<file path="config.mk">
export PLATFORM = sky130hd
export DESIGN_NAME = pml_ctrl
export DESIGN_NICKNAME = d
export VERILOG_FILES = /design/src/include/pml_pkg.sv /design/src/rtl/pml_ctrl.sv
export SDC_FILE = /design/constraint.sdc
export NUM_CORES = 1
export LEC_CHECK = 0
export BUFFER_PORTS_ARGS = -buffer_cell sky130_fd_sc_hd__buf_2
export CAP_MARGIN = 15
export CORE_MARGIN = 2
export CORE_UTILIZATION = 51
export DETAILED_ROUTE_END_ITERATION = 6
export GPL_ROUTABILITY_DRIVEN = 0
export PLACE_DENSITY = 0.85
export SYNTH_ARGS = -nofsm -noshare
export SYNTH_HDL_FRONTEND = slang
export SYNTH_SLANG_ARGS = --single-unit
</file>
<file path="constraint.sdc">
create_clock -name pclk -period 1.99 [get_ports pclk]
set_input_delay 0.2985 -clock pclk [delete_from_list [all_inputs] [get_ports pclk]]
set_output_delay 0.2985 -clock pclk [all_outputs]
set_load 0.005 [all_outputs]
</file>
<file path="src/include/pml_pkg.sv">
// Package for the management, LED and power control block.
// Assumes a 100 MHz APB clock and an asynchronous active-low reset.
package pml_pkg;

	// ==========================================================
	// Timing
	localparam int CLK_MHZ = 100;
	localparam int LED_PULSE_MS = 100;
	localparam int LED_PULSE_CYC = LED_PULSE_MS * 1000 * CLK_MHZ;

	// ==========================================================
	// Register map (byte addresses)
	localparam logic [7:0] ADDR_CTRL = 8'h00;
	localparam logic [7:0] ADDR_CFG18 = 8'h04;
	localparam logic [7:0] ADDR_EVENT = 8'h08;
	localparam logic [7:0] ADDR_STATUS = 8'h0C;
	localparam logic [7:0] ADDR_CABLE = 8'h10;
	localparam logic [7:0] ADDR_MDIO = 8'h14;

	// Field positions.
	localparam int CFG_IRQ_POL_BIT = 1;
	localparam int CFG_CABLE_DIS_BIT = 2;
	localparam int CTRL_IRQ_MODE_BIT = 0;
	localparam int CTRL_FIBER_BIT = 1;
	localparam int CTRL_LINK_BIT = 2;
	localparam int CTRL_SPEED10_BIT = 3;
	localparam int CTRL_FULL_DUP_BIT = 4;

	// Reset values.
	localparam logic [31:0] CTRL_RST = 32'h0000_0001;
	localparam logic [31:0] CFG18_RST = 32'h0000_0000;
	localparam logic [2:0] CABLE_RST = 3'h0;

	typedef struct packed {
		logic speed;
		logic collision;
		logic link_act;
	} pml_led_t;

endpackage

</file>
<file path="src/rtl/pml_ctrl.sv">
// Management pin timing, interrupt, low-power and LED logic, with an APB register file.
// Assumes mdc, mdio, low_power_in_n, straps and activity pulses arrive asynchronously.
// Functional notes
// - Management data moves in both directions on the data pin synchronously to the management clock.
// - Incoming management data is sampled and outgoing data launched on the management clock rising edge.
// - The management clock may stop between transfers, so nothing depends on it running.
// - In interrupt mode the interrupt output is asserted while an event is pending, low by default, level set by bit 1 of reg 18.
// - With the low-power input low all blocks but energy detect and oscillator stop; high means normal.
// - With reset and low-power input both low, every block is disabled.
// - After link up the link/activity LED pulses active 100 ms per activity and stays inactive while link is down.
// - Each LED takes its polarity from its power-on strap: high strap active low, low strap active high.
// - The speed LED is 0 for 100 Mbit/s and 1 for 10 Mbit/s before strap inversion.
// - Without fiber mode and with bit 2 of reg 18 clear, the three LEDs show a cable-length code.
// - The collision LED is inactive in full duplex and pulses 100 ms per collision in half duplex.
`timescale 1ns/100ps
module pml_ctrl
	import pml_pkg::*;
#(
	parameter int PULSE_CYC = LED_PULSE_CYC
) (
	// APB
	input wire logic pclk,
	input wire logic presetn,
	input wire logic psel,
	input wire logic penable,
	input wire logic pwrite,
	input wire logic [7:0] paddr,
	input wire logic [31:0] pwdata,
	output logic [31:0] prdata,
	output logic pready,
	output logic pslverr,
	// Management link
	input wire logic mdc,
	input wire logic mdio_in,
	output logic mdio_out,
	output logic mdio_oe_n,
	// Power, test and straps
	input wire logic low_power_in_n,
	input wire logic [1:0] test_in,
	input wire logic [2:0] led_strap_in,
	// Activity events from the datapath
	input wire logic activity_in,
	input wire logic collision_in,
	// Outputs
	output logic irq_out_n,
	output logic blocks_enable,
	output logic speed_led,
	output logic collision_led,
	output logic link_activity_led
);

	// ==========================================================
	// Parameter check
	// The timer needs at least one count below its load value to show a pulse at all.
	if (PULSE_CYC < 2) begin : g_pulse_cyc_check
		$error("PULSE_CYC too small");
	end

	// ==========================================================
	// Input synchronisers
	logic [1:0] mdc_s_ff, mdi_s_ff, lp_s_ff, act_s_ff, col_s_ff;
	logic [1:0] tst0_s_ff, tst1_s_ff;
	logic [2:0] strap_s0_ff, strap_s1_ff;
	logic mdc_d_ff, act_d_ff, col_d_ff;

	// Management link pins; the data pin idles high on its pull-up.
	always_ff @(posedge pclk or negedge presetn) begin
		if (!presetn) begin
			mdc_s_ff <= 2'h0;
			mdi_s_ff <= 2'h3;
		end else begin
			mdc_s_ff <= {mdc_s_ff[0], mdc};
			mdi_s_ff <= {mdi_s_ff[0], mdio_in};
		end
	end

	// Power and factory test pins, levels only.
	always_ff @(posedge pclk or negedge presetn) begin
		if (!presetn) begin
			lp_s_ff <= 2'h0;
			tst0_s_ff <= 2'h0;
			tst1_s_ff <= 2'h0;
		end else begin
			lp_s_ff <= {lp_s_ff[0], low_power_in_n};
			tst0_s_ff <= {tst0_s_ff[0], test_in[0]};
			tst1_s_ff <= {tst1_s_ff[0], test_in[1]};
		end
	end

	// LED strap pins; only the window before the capture below matters.
	always_ff @(posedge pclk or negedge presetn) begin
		if (!presetn) begin
			strap_s0_ff <= 3'h7;
			strap_s1_ff <= 3'h7;
		end else begin
			strap_s0_ff <= led_strap_in;
			strap_s1_ff <= strap_s0_ff;
		end
	end

	// Datapath event pins.
	always_ff @(posedge pclk or negedge presetn) begin
		if (!presetn) begin
			act_s_ff <= 2'h0;
			col_s_ff <= 2'h0;
		end else begin
			act_s_ff <= {act_s_ff[0], activity_in};
			col_s_ff <= {col_s_ff[0], collision_in};
		end
	end

	// Edge history starts at each pin's idle level, so no false edge follows reset.
	always_ff @(posedge pclk or negedge presetn) begin
		if (!presetn) begin
			mdc_d_ff <= 1'b0;
			act_d_ff <= 1'b0;
			col_d_ff <= 1'b0;
		end else begin
			mdc_d_ff <= mdc_s_ff[1];
			act_d_ff <= act_s_ff[1];
			col_d_ff <= col_s_ff[1];
		end
	end

	// A stopped mdc just yields no edges; no watchdog relies on it running.
	logic mdc_rise;
	assign mdc_rise = mdc_s_ff[1] & ~mdc_d_ff;

	// ==========================================================
	// Strap capture, once after reset release
	logic strap_done_ff;
	logic [1:0] strap_wait_ff;
	logic [2:0] strap_ff;
	// The capture waits for the strap synchronisers to settle; later strap changes
	// are ignored, as a power-on setting should be.

	always_ff @(posedge pclk or negedge presetn) begin
		if (!presetn) begin
			strap_wait_ff <= 2'h0;
			strap_done_ff <= 1'b0;
			strap_ff <= 3'h7;
		end else if (!strap_done_ff) begin
			strap_wait_ff <= strap_wait_ff + 2'h1;
			if (strap_wait_ff == 2'h3) begin
				strap_done_ff <= 1'b1;
				strap_ff <= strap_s1_ff;
			end
		end
	end

	// ==========================================================
	// Registers
	logic [31:0] ctrl_ff, cfg18_ff;
	logic [2:0] cable_ff;
	logic event_ff;
	logic [7:0] mdo_shift_ff, mdi_shift_ff;
	logic wr_en, rd_en;

	assign wr_en = psel & penable & pwrite;
	// Read data is registered in the setup cycle so that it stands through the access phase.
	assign rd_en = psel & ~penable & ~pwrite;

	function automatic logic hit(input logic [7:0] a, input logic [7:0] r);
		return a == r;
	endfunction

	function automatic logic mapped(input logic [7:0] a);
		return hit(a, ADDR_CTRL) | hit(a, ADDR_CFG18) | hit(a, ADDR_EVENT)
			| hit(a, ADDR_STATUS) | hit(a, ADDR_CABLE) | hit(a, ADDR_MDIO);
	endfunction

	always_ff @(posedge pclk or negedge presetn) begin
		if (!presetn) begin
			ctrl_ff <= CTRL_RST;
			cfg18_ff <= CFG18_RST;
			cable_ff <= CABLE_RST;
		end else if (wr_en) begin
			if (hit(paddr, ADDR_CTRL)) begin
				ctrl_ff <= {27'h0, pwdata[4:0]};
			end
			if (hit(paddr, ADDR_CFG18)) begin
				cfg18_ff <= {29'h0, pwdata[2:1], 1'b0};
			end
			if (hit(paddr, ADDR_CABLE)) begin
				cable_ff <= pwdata[2:0];
			end
		end
	end

	// Pending event: hardware set wins over a software write-one clear.
	logic col_rise, act_rise;
	assign act_rise = act_s_ff[1] & ~act_d_ff;
	assign col_rise = col_s_ff[1] & ~col_d_ff;

	always_ff @(posedge pclk or negedge presetn) begin
		if (!presetn) begin
			event_ff <= 1'b0;
		end else if (col_rise) begin
			event_ff <= 1'b1;
		end else if (wr_en && hit(paddr, ADDR_EVENT) && pwdata[0]) begin
			event_ff <= 1'b0;
		end
	end

	// ==========================================================
	// Management pin shifters, both on mdc rising edges
	// A register write wins over a coinciding mdc edge; software loads between frames.
	always_ff @(posedge pclk or negedge presetn) begin
		if (!presetn) begin
			mdi_shift_ff <= 8'h00;
			mdo_shift_ff <= 8'hFF;
			mdio_out <= 1'b1;
			mdio_oe_n <= 1'b1;
		end else if (wr_en && hit(paddr, ADDR_MDIO)) begin
			mdo_shift_ff <= pwdata[7:0];
			mdio_oe_n <= ~pwdata[8];
		end else if (mdc_rise) begin
			mdi_shift_ff <= {mdi_shift_ff[6:0], mdi_s_ff[1]};
			mdio_out <= mdo_shift_ff[7];
			mdo_shift_ff <= {mdo_shift_ff[6:0], 1'b1};
		end
	end

	// ==========================================================
	// APB answer: one access phase, never a wait state
	always_ff @(posedge pclk or negedge presetn) begin
		if (!presetn) begin
			pready <= 1'b0;
			pslverr <= 1'b0;
		end else begin
			pready <= psel & ~penable;
			// An unmapped offset is refused; the write path ignores it by itself.
			pslverr <= psel & ~penable & ~mapped(paddr);
		end
	end

	// APB read data
	always_ff @(posedge pclk or negedge presetn) begin
		if (!presetn) begin
			prdata <= 32'h0000_0000;
		end else begin
			prdata <= 32'h0000_0000;
			if (rd_en) begin
				unique case (paddr)
					ADDR_CTRL: prdata <= ctrl_ff;
					ADDR_CFG18: prdata <= cfg18_ff;
					ADDR_EVENT: prdata <= {31'h0, event_ff};
					ADDR_STATUS: prdata <= {24'h0, strap_ff, tst1_s_ff[1], tst0_s_ff[1],
						lp_s_ff[1], 2'h0};
					ADDR_CABLE: prdata <= {29'h0, cable_ff};
					ADDR_MDIO: prdata <= {24'h0, mdi_shift_ff};
					default: prdata <= 32'h0000_0000;
				endcase
			end
		end
	end

	// ==========================================================
	// Power and interrupt
	logic run;
	// Reset low alone already clears everything; low power then keeps blocks off.
	assign run = lp_s_ff[1];

	always_ff @(posedge pclk or negedge presetn) begin
		if (!presetn) begin
			blocks_enable <= 1'b0;
		end else begin
			blocks_enable <= run;
		end
	end

	logic irq_active;
	assign irq_active = ctrl_ff[CTRL_IRQ_MODE_BIT] & event_ff;

	// Polarity bit 0 gives active low; bit 1 gives active high.
	always_ff @(posedge pclk or negedge presetn) begin
		if (!presetn) begin
			irq_out_n <= 1'b1;
		end else begin
			irq_out_n <= irq_active ^ ~cfg18_ff[CFG_IRQ_POL_BIT];
		end
	end

	// ==========================================================
	// LED pulse timers on the core clock
	localparam int CW = $clog2(PULSE_CYC + 1);
	logic [CW-1:0] act_cnt_ff, col_cnt_ff;
	logic link_up, full_dup;

	assign link_up = ctrl_ff[CTRL_LINK_BIT];
	assign full_dup = ctrl_ff[CTRL_FULL_DUP_BIT];

	function automatic logic [CW-1:0] pulse_next(input logic [CW-1:0] c, input logic ev);
		if (ev) begin
			return CW'(PULSE_CYC);
		end
		return (c == '0) ? c : c - CW'(1);
	endfunction

	always_ff @(posedge pclk or negedge presetn) begin
		if (!presetn) begin
			act_cnt_ff <= '0;
			col_cnt_ff <= '0;
		end else begin
			act_cnt_ff <= (link_up && run) ? pulse_next(act_cnt_ff, act_rise) : '0;
			col_cnt_ff <= (!full_dup && run) ? pulse_next(col_cnt_ff, col_rise) : '0;
		end
	end

	// ==========================================================
	// LED drive
	// The struct holds each LED as the level it shows with its strap high; a low
	// strap inverts it. Active flags are therefore held active low in the struct.
	pml_led_t lvl;
	logic cable_mode;
	assign cable_mode = ~ctrl_ff[CTRL_FIBER_BIT] & ~cfg18_ff[CFG_CABLE_DIS_BIT];

	function automatic logic led_pin(input logic strap_high_lvl, input logic strap);
		return strap_high_lvl ^ ~strap;
	endfunction

	always_comb begin
		if (cable_mode) begin
			// The cable code is given as the pins show it with every strap high.
			lvl.speed = cable_ff[2];
			lvl.collision = cable_ff[1];
			lvl.link_act = cable_ff[0];
		end else begin
			lvl.speed = ctrl_ff[CTRL_SPEED10_BIT];
			lvl.collision = (col_cnt_ff == '0);
			lvl.link_act = (act_cnt_ff == '0);
		end
	end

	always_ff @(posedge pclk or negedge presetn) begin
		if (!presetn) begin
			speed_led <= 1'b1;
			collision_led <= 1'b1;
			link_activity_led <= 1'b1;
		end else begin
			speed_led <= led_pin(lvl.speed, strap_ff[2]);
			collision_led <= led_pin(lvl.collision, strap_ff[1]);
			link_activity_led <= led_pin(lvl.link_act, strap_ff[0]);
		end
	end

endmodule

</file>
# Word-level counts from Yosys, hierarchy flattened
# Index checks and enable logic that the tools add are counted.
word_totals:
  ff_bits: 145
  inputBits: 55
  out_inout_bits: 41
  wordCells: 113
op_classes:
  add_sub_neg: 3
  n_eq_ne: 8
  mux: 19
  bitwise_logic: 34
  reduce_logical: 16
ops:
  columns: ["cell", "count"]
  rows:
  - ["$mux 24", 8]
  - ["$logic_not 24->1", 2]
  - ["$pmux 8 s6", 1]
  - ["$sub 24x1->24 const B", 2]
  - ["$mux 32", 1]
  - ["$eq 8x4->1 const B", 2]
  - ["$eq 8x5->1 const B", 2]
  - ["$mux 8", 2]
  - ["$not 1->1", 15]
  - ["$and 1x1->1", 10]
  - ["$reduce_and 2->1", 5]
  - ["$eq 8x3->1 const B", 1]
  - ["$logic_not 8->1", 1]
  - ["$mux 1", 6]
  - ["$ne 3x2->1 const B", 2]
  - ["$logic_and 1x1->1", 5]
  - ["$or 1x1->1", 5]
  - ["$reduce_bool 2->1", 2]
  - ["$xor 1x1->1", 4]
  - ["$mux 3", 1]
  - ["$add 2x1->2 const B", 1]
  - ["$eq 2x2->1 const B", 1]
  - ["$logic_not 1->1", 1]

# Longest topological paths before layout
# Gate-level depths: netlist of the first run.
depth:
  word_depth: 8
  depth_mapped: 8
  mapped_depth_nobuf: 7

# Worst setup path after synthesis of the first run
# OpenSTA, ideal clock, no wires.
synth_path:
  kind: "register to register"
  start: "register col_cnt_ff[0]"
  end: "register col_cnt_ff[14]"
  setup_ns: 0.132
  t_arrival_ns: 1.928
  required_time_ns: 1.858
  setup_slack_ns: -0.070
  stages_incl_launch_ff: 8
  path_buffers: 0
  synth_period_minus_slack_ns: 2.060
  path_cell_list: "dfrtp_1 -> inv_1 -> ha_1 -> or3b_2 -> or3_1 -> a211oi_1 -> xnor2_1 -> nor2_1"
synth_via:
  elab_chain_cells: 4
  elab_cells_between_ends: 6
  classes_between: "add/sub: 1; eq/ne: 1; mux: 3; reduce/logical: 1"
synth_rtl:
  columns: ["element", "line", "rtl"]
  rows:
  - ["start: declaration", "pml_ctrl.sv:287", "logic [CW-1:0] act_cnt_ff, col_cnt_ff;"]
  - ["start signal: assignment", "pml_ctrl.sv:306", "col_cnt_ff <= (!full_dup && run) ? pulse_next(col_cnt_ff, col_rise) : '0;"]
  - ["$sub 24x1->24", "pml_ctrl.sv:297", "return (c == '0) ? c : c - CW'(1);"]
  - ["$mux 24 (2 in series)", "pml_ctrl.sv:297", null]
  - ["$mux 24", "pml_ctrl.sv:306", null]
# Parallel ways exist; a longest one is shown, timed or not. The select of a mux whose other input is x is not followed.
# A chain may end at the register's enable or synchronous reset.

# Worst setup path in the final report of the first run
layout_path:
  start: "register col_cnt_ff[16]"
  end: "register col_cnt_ff[23]"
# Same word-level chain as after synthesis.

==> run metrics, run 1 <==
DRC Markers=0; CP Class=reg -> reg; Power Dens Cells=1090 nW/um^2; CP Max Fanout=5; Total Wirelength=15,600 um; Chip Height=110 um; Sw Ratio=32.0%; GRT Total Usage=25.7%; status=finished with violations; Peak Freq=463 MHz; Placement Setup Slack=-0.0561 ns; Multi-input gate area=2600 sq um; clk slew on worst S/H paths=0.06 ns; leakage power=3.33 nW; flip-flop and latch area=3060 sq um; CTS tree=yes; arrival time at the worst endpoint=2.55 ns; DR vias/cell=6.10; hold_sp=pwdata[3]; Critical Path Start Type=flip-flop; max-slew violations=0; starting density of the core=52.4%; Post-synth ARST share=100%; Seq/Total Area, Yosys=53.6%; clock root buffer=clkbuf_8; clock share of power=34.5%; Seq pwr share=36.7%; # IOs=96; Mapped Cells=518; synthesized area per cell=11.0 sq um; post-synth top area cell=dfrtp_1; Post-synth EDFFs=0; ys flop type=dfrtp_1; core box area=10,900 sq um; XOR/XNOR Fraction of Synth Area=4.60%; Layout area overhead=28.6%; H-tree Lvls=4; clk_skew=0.00780 ns; Util after Layout=67.4%; Filler Cell Count=647; ranking of synthesized cells by area=dfrtp_1 (42%), dfstp_2 (12%), mux2_2 (4.1%); Worst setup EP type=flip-flop; worst setup margin=-0.169 ns; Max-cap violations=0; Final setup viols=26; CTS sink count=121; first-pass GRT wire length=23,400 um; Final Net Count=714; TritonRoute pass-1 iters=6; Final Hold Vio Count=0; R2R Path Start=col_cnt_ff[16]; DRT iter0 DRCs=493; RSZ-0062 raised after global routing=true; WP data required=2.38 ns; violated checks=setup timing; die footprint=12,100 sq um; ANT cells=0; mux cell area share after synthesis=7.21%; Net Sw Power=0.00256 W; largest net degree at the start of global routing=55; combinational power share=28.8%; Critical Path Source=col_cnt_ff[16]; distinct cell type count after synthesis=65; Clock Tree Buf Depth=2; Pint=0.00544 W; VDD IR max=0.000829 V; IO Port Bufs=48; vias=4,922; share of layout cells above drive strength 1=36.0%; Post-Synth Simple-Gate Area=19.4%; Site Rows=38; hold crit path type=in -> reg; initial antenna violation count=0; antenna violation net count after detailed routing=0; HPWL Detailed=9250 um; die width=110 um; compound-cell area share of the yosys netlist=9.27%; cts bufs inserted=17; clk_lat worst skew=0.54 ns; number of global-route vias before repair=4,795; Tmin final=2.16 ns; largest family of logic cells by synthesized area=simple AND/OR/NAND/NOR gates; Yosys warning count=0; grt ovf=0; synthesized area=5710 sq um; DR WL/cell=19.3 um; fin crit share=109%; Adder-Cell Fraction of Synth Area=1.10%; Yosys top cell area share=41.6%; #FFs+latches synth=121
layout by cell type (no fill, tap or decap), types with 5 or more instances in the layout:
cell           instances
a211oi_1               5
a21oi_1               11
a31oi_1                9
buf_2                 47
buf_4                 66
clkbuf_16             16
clkinv_2               5
clkinvlp_4             6
conb_1                24
dfrtp_1               95
dfstp_2               26
dlygate4sd3_1         16
ha_1                   5
inv_1                  6
mux2_2                21
mux2i_1               13
nand2_1               35
nand2b_1               5
nand3_1                6
nand4_1                5
nor2_1                55
nor2b_1                9
nor3_1                13
nor4_1                 7
o21ai_0               16
o31ai_1                5
or3_1                 10
or4_4                  6
xnor2_1               17
xor2_1                13
final cells by class:
class | instances | share of cell area (%)
clock buffer | 19 | 5.74
inverter | 6 | 0.307
timing repair buffer | 134 | 13.0
clock inverter | 13 | 1.48
tap | 140 | 2.39
multi-input combinational | 374 | 35.4
sequential | 121 | 41.7
what timing repair did:
item / CTS / global route
hold buffers: 16 / 0
resized for setup: 5 / 28
endpoints found under the setup margin: 14 / 34
pin swaps: 6 / 8
endpoints found under the hold margin: 37 / 0
setup buffers: 1 / 8
registers in the layout (all words and copies together), names as in the netlist, 3 cells and up:
name          flops
strap_s0_ff       3
strap_s1_ff       3
prdata            8
mdi_shift_ff      8
act_cnt_ff       24
strap_ff          3
ctrl_ff           5
col_cnt_ff       24
cable_ff          3
mdo_shift_ff      8
stage by stage:
step	TNS, ns	hold WS (ns)	std cells	power (W)	cell area (sq um)
6_report	-2.00	0.0272	807	0.00800	7340
5_1_grt	-3.64	0.0312	807	0.00827	7340
4_1_cts	-0.507	0.0185	799	0.00765	7160
3_5_place_dp	-0.128	0.204	750	0.00479	6450
3_3_place_gp	-0.00290	0.201	750	0.00468	6450
2_1_floorplan	0	0.00291	541	0.00406	5810
final timing paths:
kind | cells after the start | slack [ns] | to
min in group asynchronous | 2 | 0.22 | tst1_s_ff[1]
worst min-delay path | 2 | 0.03 | ctrl_ff[3]
worst max-delay path | 8 | -0.17 | col_cnt_ff[23]
max in group asynchronous | 3 | 1.10 | strap_s1_ff[2]
worst min register to register | 0 | 0.35 | mdc_s_ff[1]
worst max register to register | 8 | -0.17 | col_cnt_ff[23]
logic make-up after synthesis:
logic type	Yosys count
AOI/OAI and AO/OA	82
xor gates and xnor gates	30
adders and majority gates	5
buffers and inverters	46
DFF	121
muxes	36
other	1
and+or+nand+nor	197
critical path: stages, from the launching register on:
cell	delay, ns
dfrtp_1	0.38
or3_4	0.42
buf_6	0.14
nor4_4	0.39
buf_6	0.18
nand3_4	0.09
o21ai_2	0.21
buf_6	0.15
a31oi_1	0.05
power by group through the flow:
stage                     Clock, W  Sequential (W)  Combinational [W]
final                      0.00276         0.00294            0.00231
after global routing       0.00288         0.00296            0.00243
after CTS                  0.00275         0.00292            0.00198
after detailed placement         0         0.00295            0.00184
after global placement           0         0.00292            0.00176
after floorplan                  0         0.00294            0.00113
cells in the mapped netlist (3+ instances only):
cell type / number
a22oi_1: 4
a311oi_1: 3
nor3_1: 15
a211oi_1: 6
dfrtp_1: 95
buf_2: 4
xor2_1: 13
mux2i_1: 13
o22ai_1: 3
nor2_1: 55
xnor2_1: 17
clkbuf_1: 10
or2_2: 3
and3_1: 3
nor2b_1: 9
mux2_2: 21
nand2_1: 36
o31ai_1: 5
or4_1: 5
or3_1: 11
nand3_1: 9
nand2b_1: 5
ha_1: 5
or4_4: 5
inv_1: 6
a21oi_1: 15
dfstp_2: 26
nor4_1: 9
a31oi_1: 9
nand4_1: 5
buf_4: 25
a32oi_1: 3
o21ai_0: 21
nor3b_1: 4
metal layers:
layer  wire length, um  GRT usage (%)  vias to the layer above
li1                  -              -                     2087
met1              5800           29.9                     2405
met2              7900           43.1                      339
met3              1230           6.88                       91
met4               673           14.4                        0
met5                 0              0                        -
(Power assumes the default switching activity.)
==> run 2, diff against run 1 <==
--- a/config.mk
+++ b/config.mk
@@ -8,10 +8,10 @@
 export BUFFER_PORTS_ARGS = -buffer_cell sky130_fd_sc_hd__buf_2
 export CAP_MARGIN = 15
 export CORE_MARGIN = 2
-export CORE_UTILIZATION = 51
+export CORE_UTILIZATION = 56
 export DETAILED_ROUTE_END_ITERATION = 6
 export GPL_ROUTABILITY_DRIVEN = 0
-export PLACE_DENSITY = 0.85
+export PLACE_DENSITY = 0.88
 export SYNTH_ARGS = -nofsm -noshare
 export SYNTH_HDL_FRONTEND = slang
 export SYNTH_SLANG_ARGS = --single-unit
==> constraint.sdc (replaced) <==
create_clock -name pclk -period 2.3 [get_ports pclk]
set_input_delay 0.345 -clock pclk [delete_from_list [all_inputs] [get_ports pclk]]
set_output_delay 0.345 -clock pclk [all_outputs]
set_load 0.005 [all_outputs]
==> run 2 against run 1 <==
Effect of this change:
- the run now ends clean
- final area shrank 7.2%
- combinational power decreased by 40%
- register-to-register slack gained 0.30 ns
- critical path depth down 3
- flip-flop and latch count is the same
- clock power is 8.7% lower
- worst hold slack better by 0.0078 ns
- critical endpoint unchanged
- count of clock-buffer cells in the layout shrank 1
- global-route usage decreased by 0.25 points
- sequential share of layout area increased by 3.2 points
- sequential power decreased by 12%
- fmax is 0.53% lower
- largest power group unchanged
==> run metrics, run 2 (synthesis results as in run 1) <==
status=complete, no violations; CTS tree=yes; Setup Fix Bufs, Post-CTS=0; Peak Freq=461 MHz; VDD IR max=0.000677 V; cell breakdown of the critical path=or4_4 -> nor3_4 -> nand2_1 -> or4_1 -> a31oi_1; clk slew on worst S/H paths=0.06 ns; DR WL/cell=18.0 um; number of global-route vias before repair=4,608; R2R Path Start=col_cnt_ff[4]; Worst setup EP type=flip-flop; worst reg-to-reg setup slack=0.13 ns; clk_skew=0.00999 ns; largest registers=act_cnt_ff: 24 flops, col_cnt_ff: 24 flops; cts bufs inserted=17; largest net degree at the start of global routing=122; GRT Total Usage=25.5%; Reg-to-Reg End=col_cnt_ff[23]; Final Net Count=660; TritonRoute pass-1 iters=6; WP buf/inv=0; slowest cell on the critical path=or4_4; R2R cell count=5; ANT cells=0; most frequent cells in the layout=dfrtp_1 (95), nor2_1 (55), buf_2 (47); core box area=9820 sq um; die width=105 um; arrival time at the worst endpoint=2.61 ns; hold crit path type=in -> reg; worst-case hold slack=0.0351 ns; H-tree Lvls=4; grt ovf=0; M1 GR Usage=29.6%; Final Hold Vio Count=0; Power Dens Cells=952 nW/um^2; non-filler instance count after layout=746; Clock Tree Buf Depth=2; CP Max Fanout=6; most common library cell in the layout ignoring fill and taps=dfrtp_1; CP endpoint=col_cnt_ff[23]; critical path depth in cells=5; critical path's top delay family=simple AND/OR/NAND/NOR gates; CP Class=reg -> reg; Power, Total=0.00649 W; cell area after layout=6820 sq um; crit-path max cell delay=0.57 ns; first-pass GRT wire length=22,100 um; starting density of the core=58.2%; Layout area overhead=19.4%; initial antenna violation count=0; Critical Path Source=col_cnt_ff[4]; DRC Markers=0; Chip Height=105 um; max-slew violations=0; antenna violation net count after detailed routing=0; met3 Resource Use GR=6.18%; DR vias/cell=6.00; clock root buffer=clkbuf_8; DRT iter0 DRCs=284; Worst slew margin=48.4%; fin crit share=94.4%; GR peak layer=met2; clk_lat worst skew=0.53 ns; IO Port Bufs=48; Tmin final=2.17 ns; Total Wirelength=13,400 um; leakage power=3.04 nW; vias=4,477; dpl cell area=6110 sq um; HPWL Detailed=8370 um; CTS sink count=121; WP data required=2.74 ns; # IOs=96; Max-cap violations=0; placed instance count=701; Util after Layout=69.4%; Final setup viols=0; met2 Use GR=43.7%; hold_sp=pwdata[7]; Critical Path Start Type=flip-flop; worst slew pin tran=0.772 ns; share of layout cells above drive strength 1=28.2%; Site Rows=36; die footprint=11,000 sq um
==> run 2: cell count changes in the layout (fill, tap and decap cells not counted), moves of 4 or more <==
cell,before,now
inv_6,0,7
clkinv_2,5,1
o21ai_0,16,21
a21oi_1,11,15
buf_4,66,19
buf_6,4,0
==> run 2: worst min path at each step <==
stage	end	slack, ns	cells after the start
2_1_floorplan	act_cnt_ff[0]	0.05	0
3_3_place_gp	col_s_ff[1]	0.33	0
3_5_place_dp	mdc_s_ff[1]	0.33	0
4_1_cts	mdo_shift_ff[5]	0.02	3
5_1_grt	mdo_shift_ff[5]	0.06	3
6_report	mdo_shift_ff[7]	0.04	3
==> run 2: timing repair <==
action,4_1_cts,5_1_grt
hold endpoints to repair,107,0
hold buffers,13,0
endpoints found under the setup margin,0,2
resized for setup,0,4
==> run 2: layout make-up <==
class	count	area, sq um
fill	648	3000
tap	133	166
timing repair buffer	80	528
multi-input combinational	374	2480
inverter	6	22.5
clock buffer	18	418
clock inverter	14	138
sequential	121	3060
==> run 2: through the flow <==
stage / setup WS, ns / setup TNS (ns)
detailed placement: 0.0830 / 0
global placement: 0.105 / 0
global route: -0.00438 / -0.00438
floorplan: 0.240 / 0
CTS: 0.0545 / 0
finish: 0.129 / 0
==> run 2: power breakdown <==
| part | leakage (nW) | total (W) | internal (W) | switching (W) |
|---|---|---|---|---|
| Sequential | 1.52 | 0.00258 | 0.00236 | 0.000225 |
| Clock | 0.262 | 0.00252 | 0.00146 | 0.00106 |
| Combinational | 1.26 | 0.00139 | 0.000636 | 0.000752 |
| Total | 3.04 | 0.00649 | 0.00445 | 0.00204 |
==> run 2: worst register-to-register path, delay by kind of cell, from the launching register on <==
kind            cells  cell delay (ns)
flops               1             0.45
simple gates        4             1.45
compound gates      1             0.19
==> run 2: layer usage <==
layer  up-vias  wire length (um)
met2       214              7010
li1       1979                 -
met4         0               537
met3        56               781
met1      2228              5120
met5         -                 0
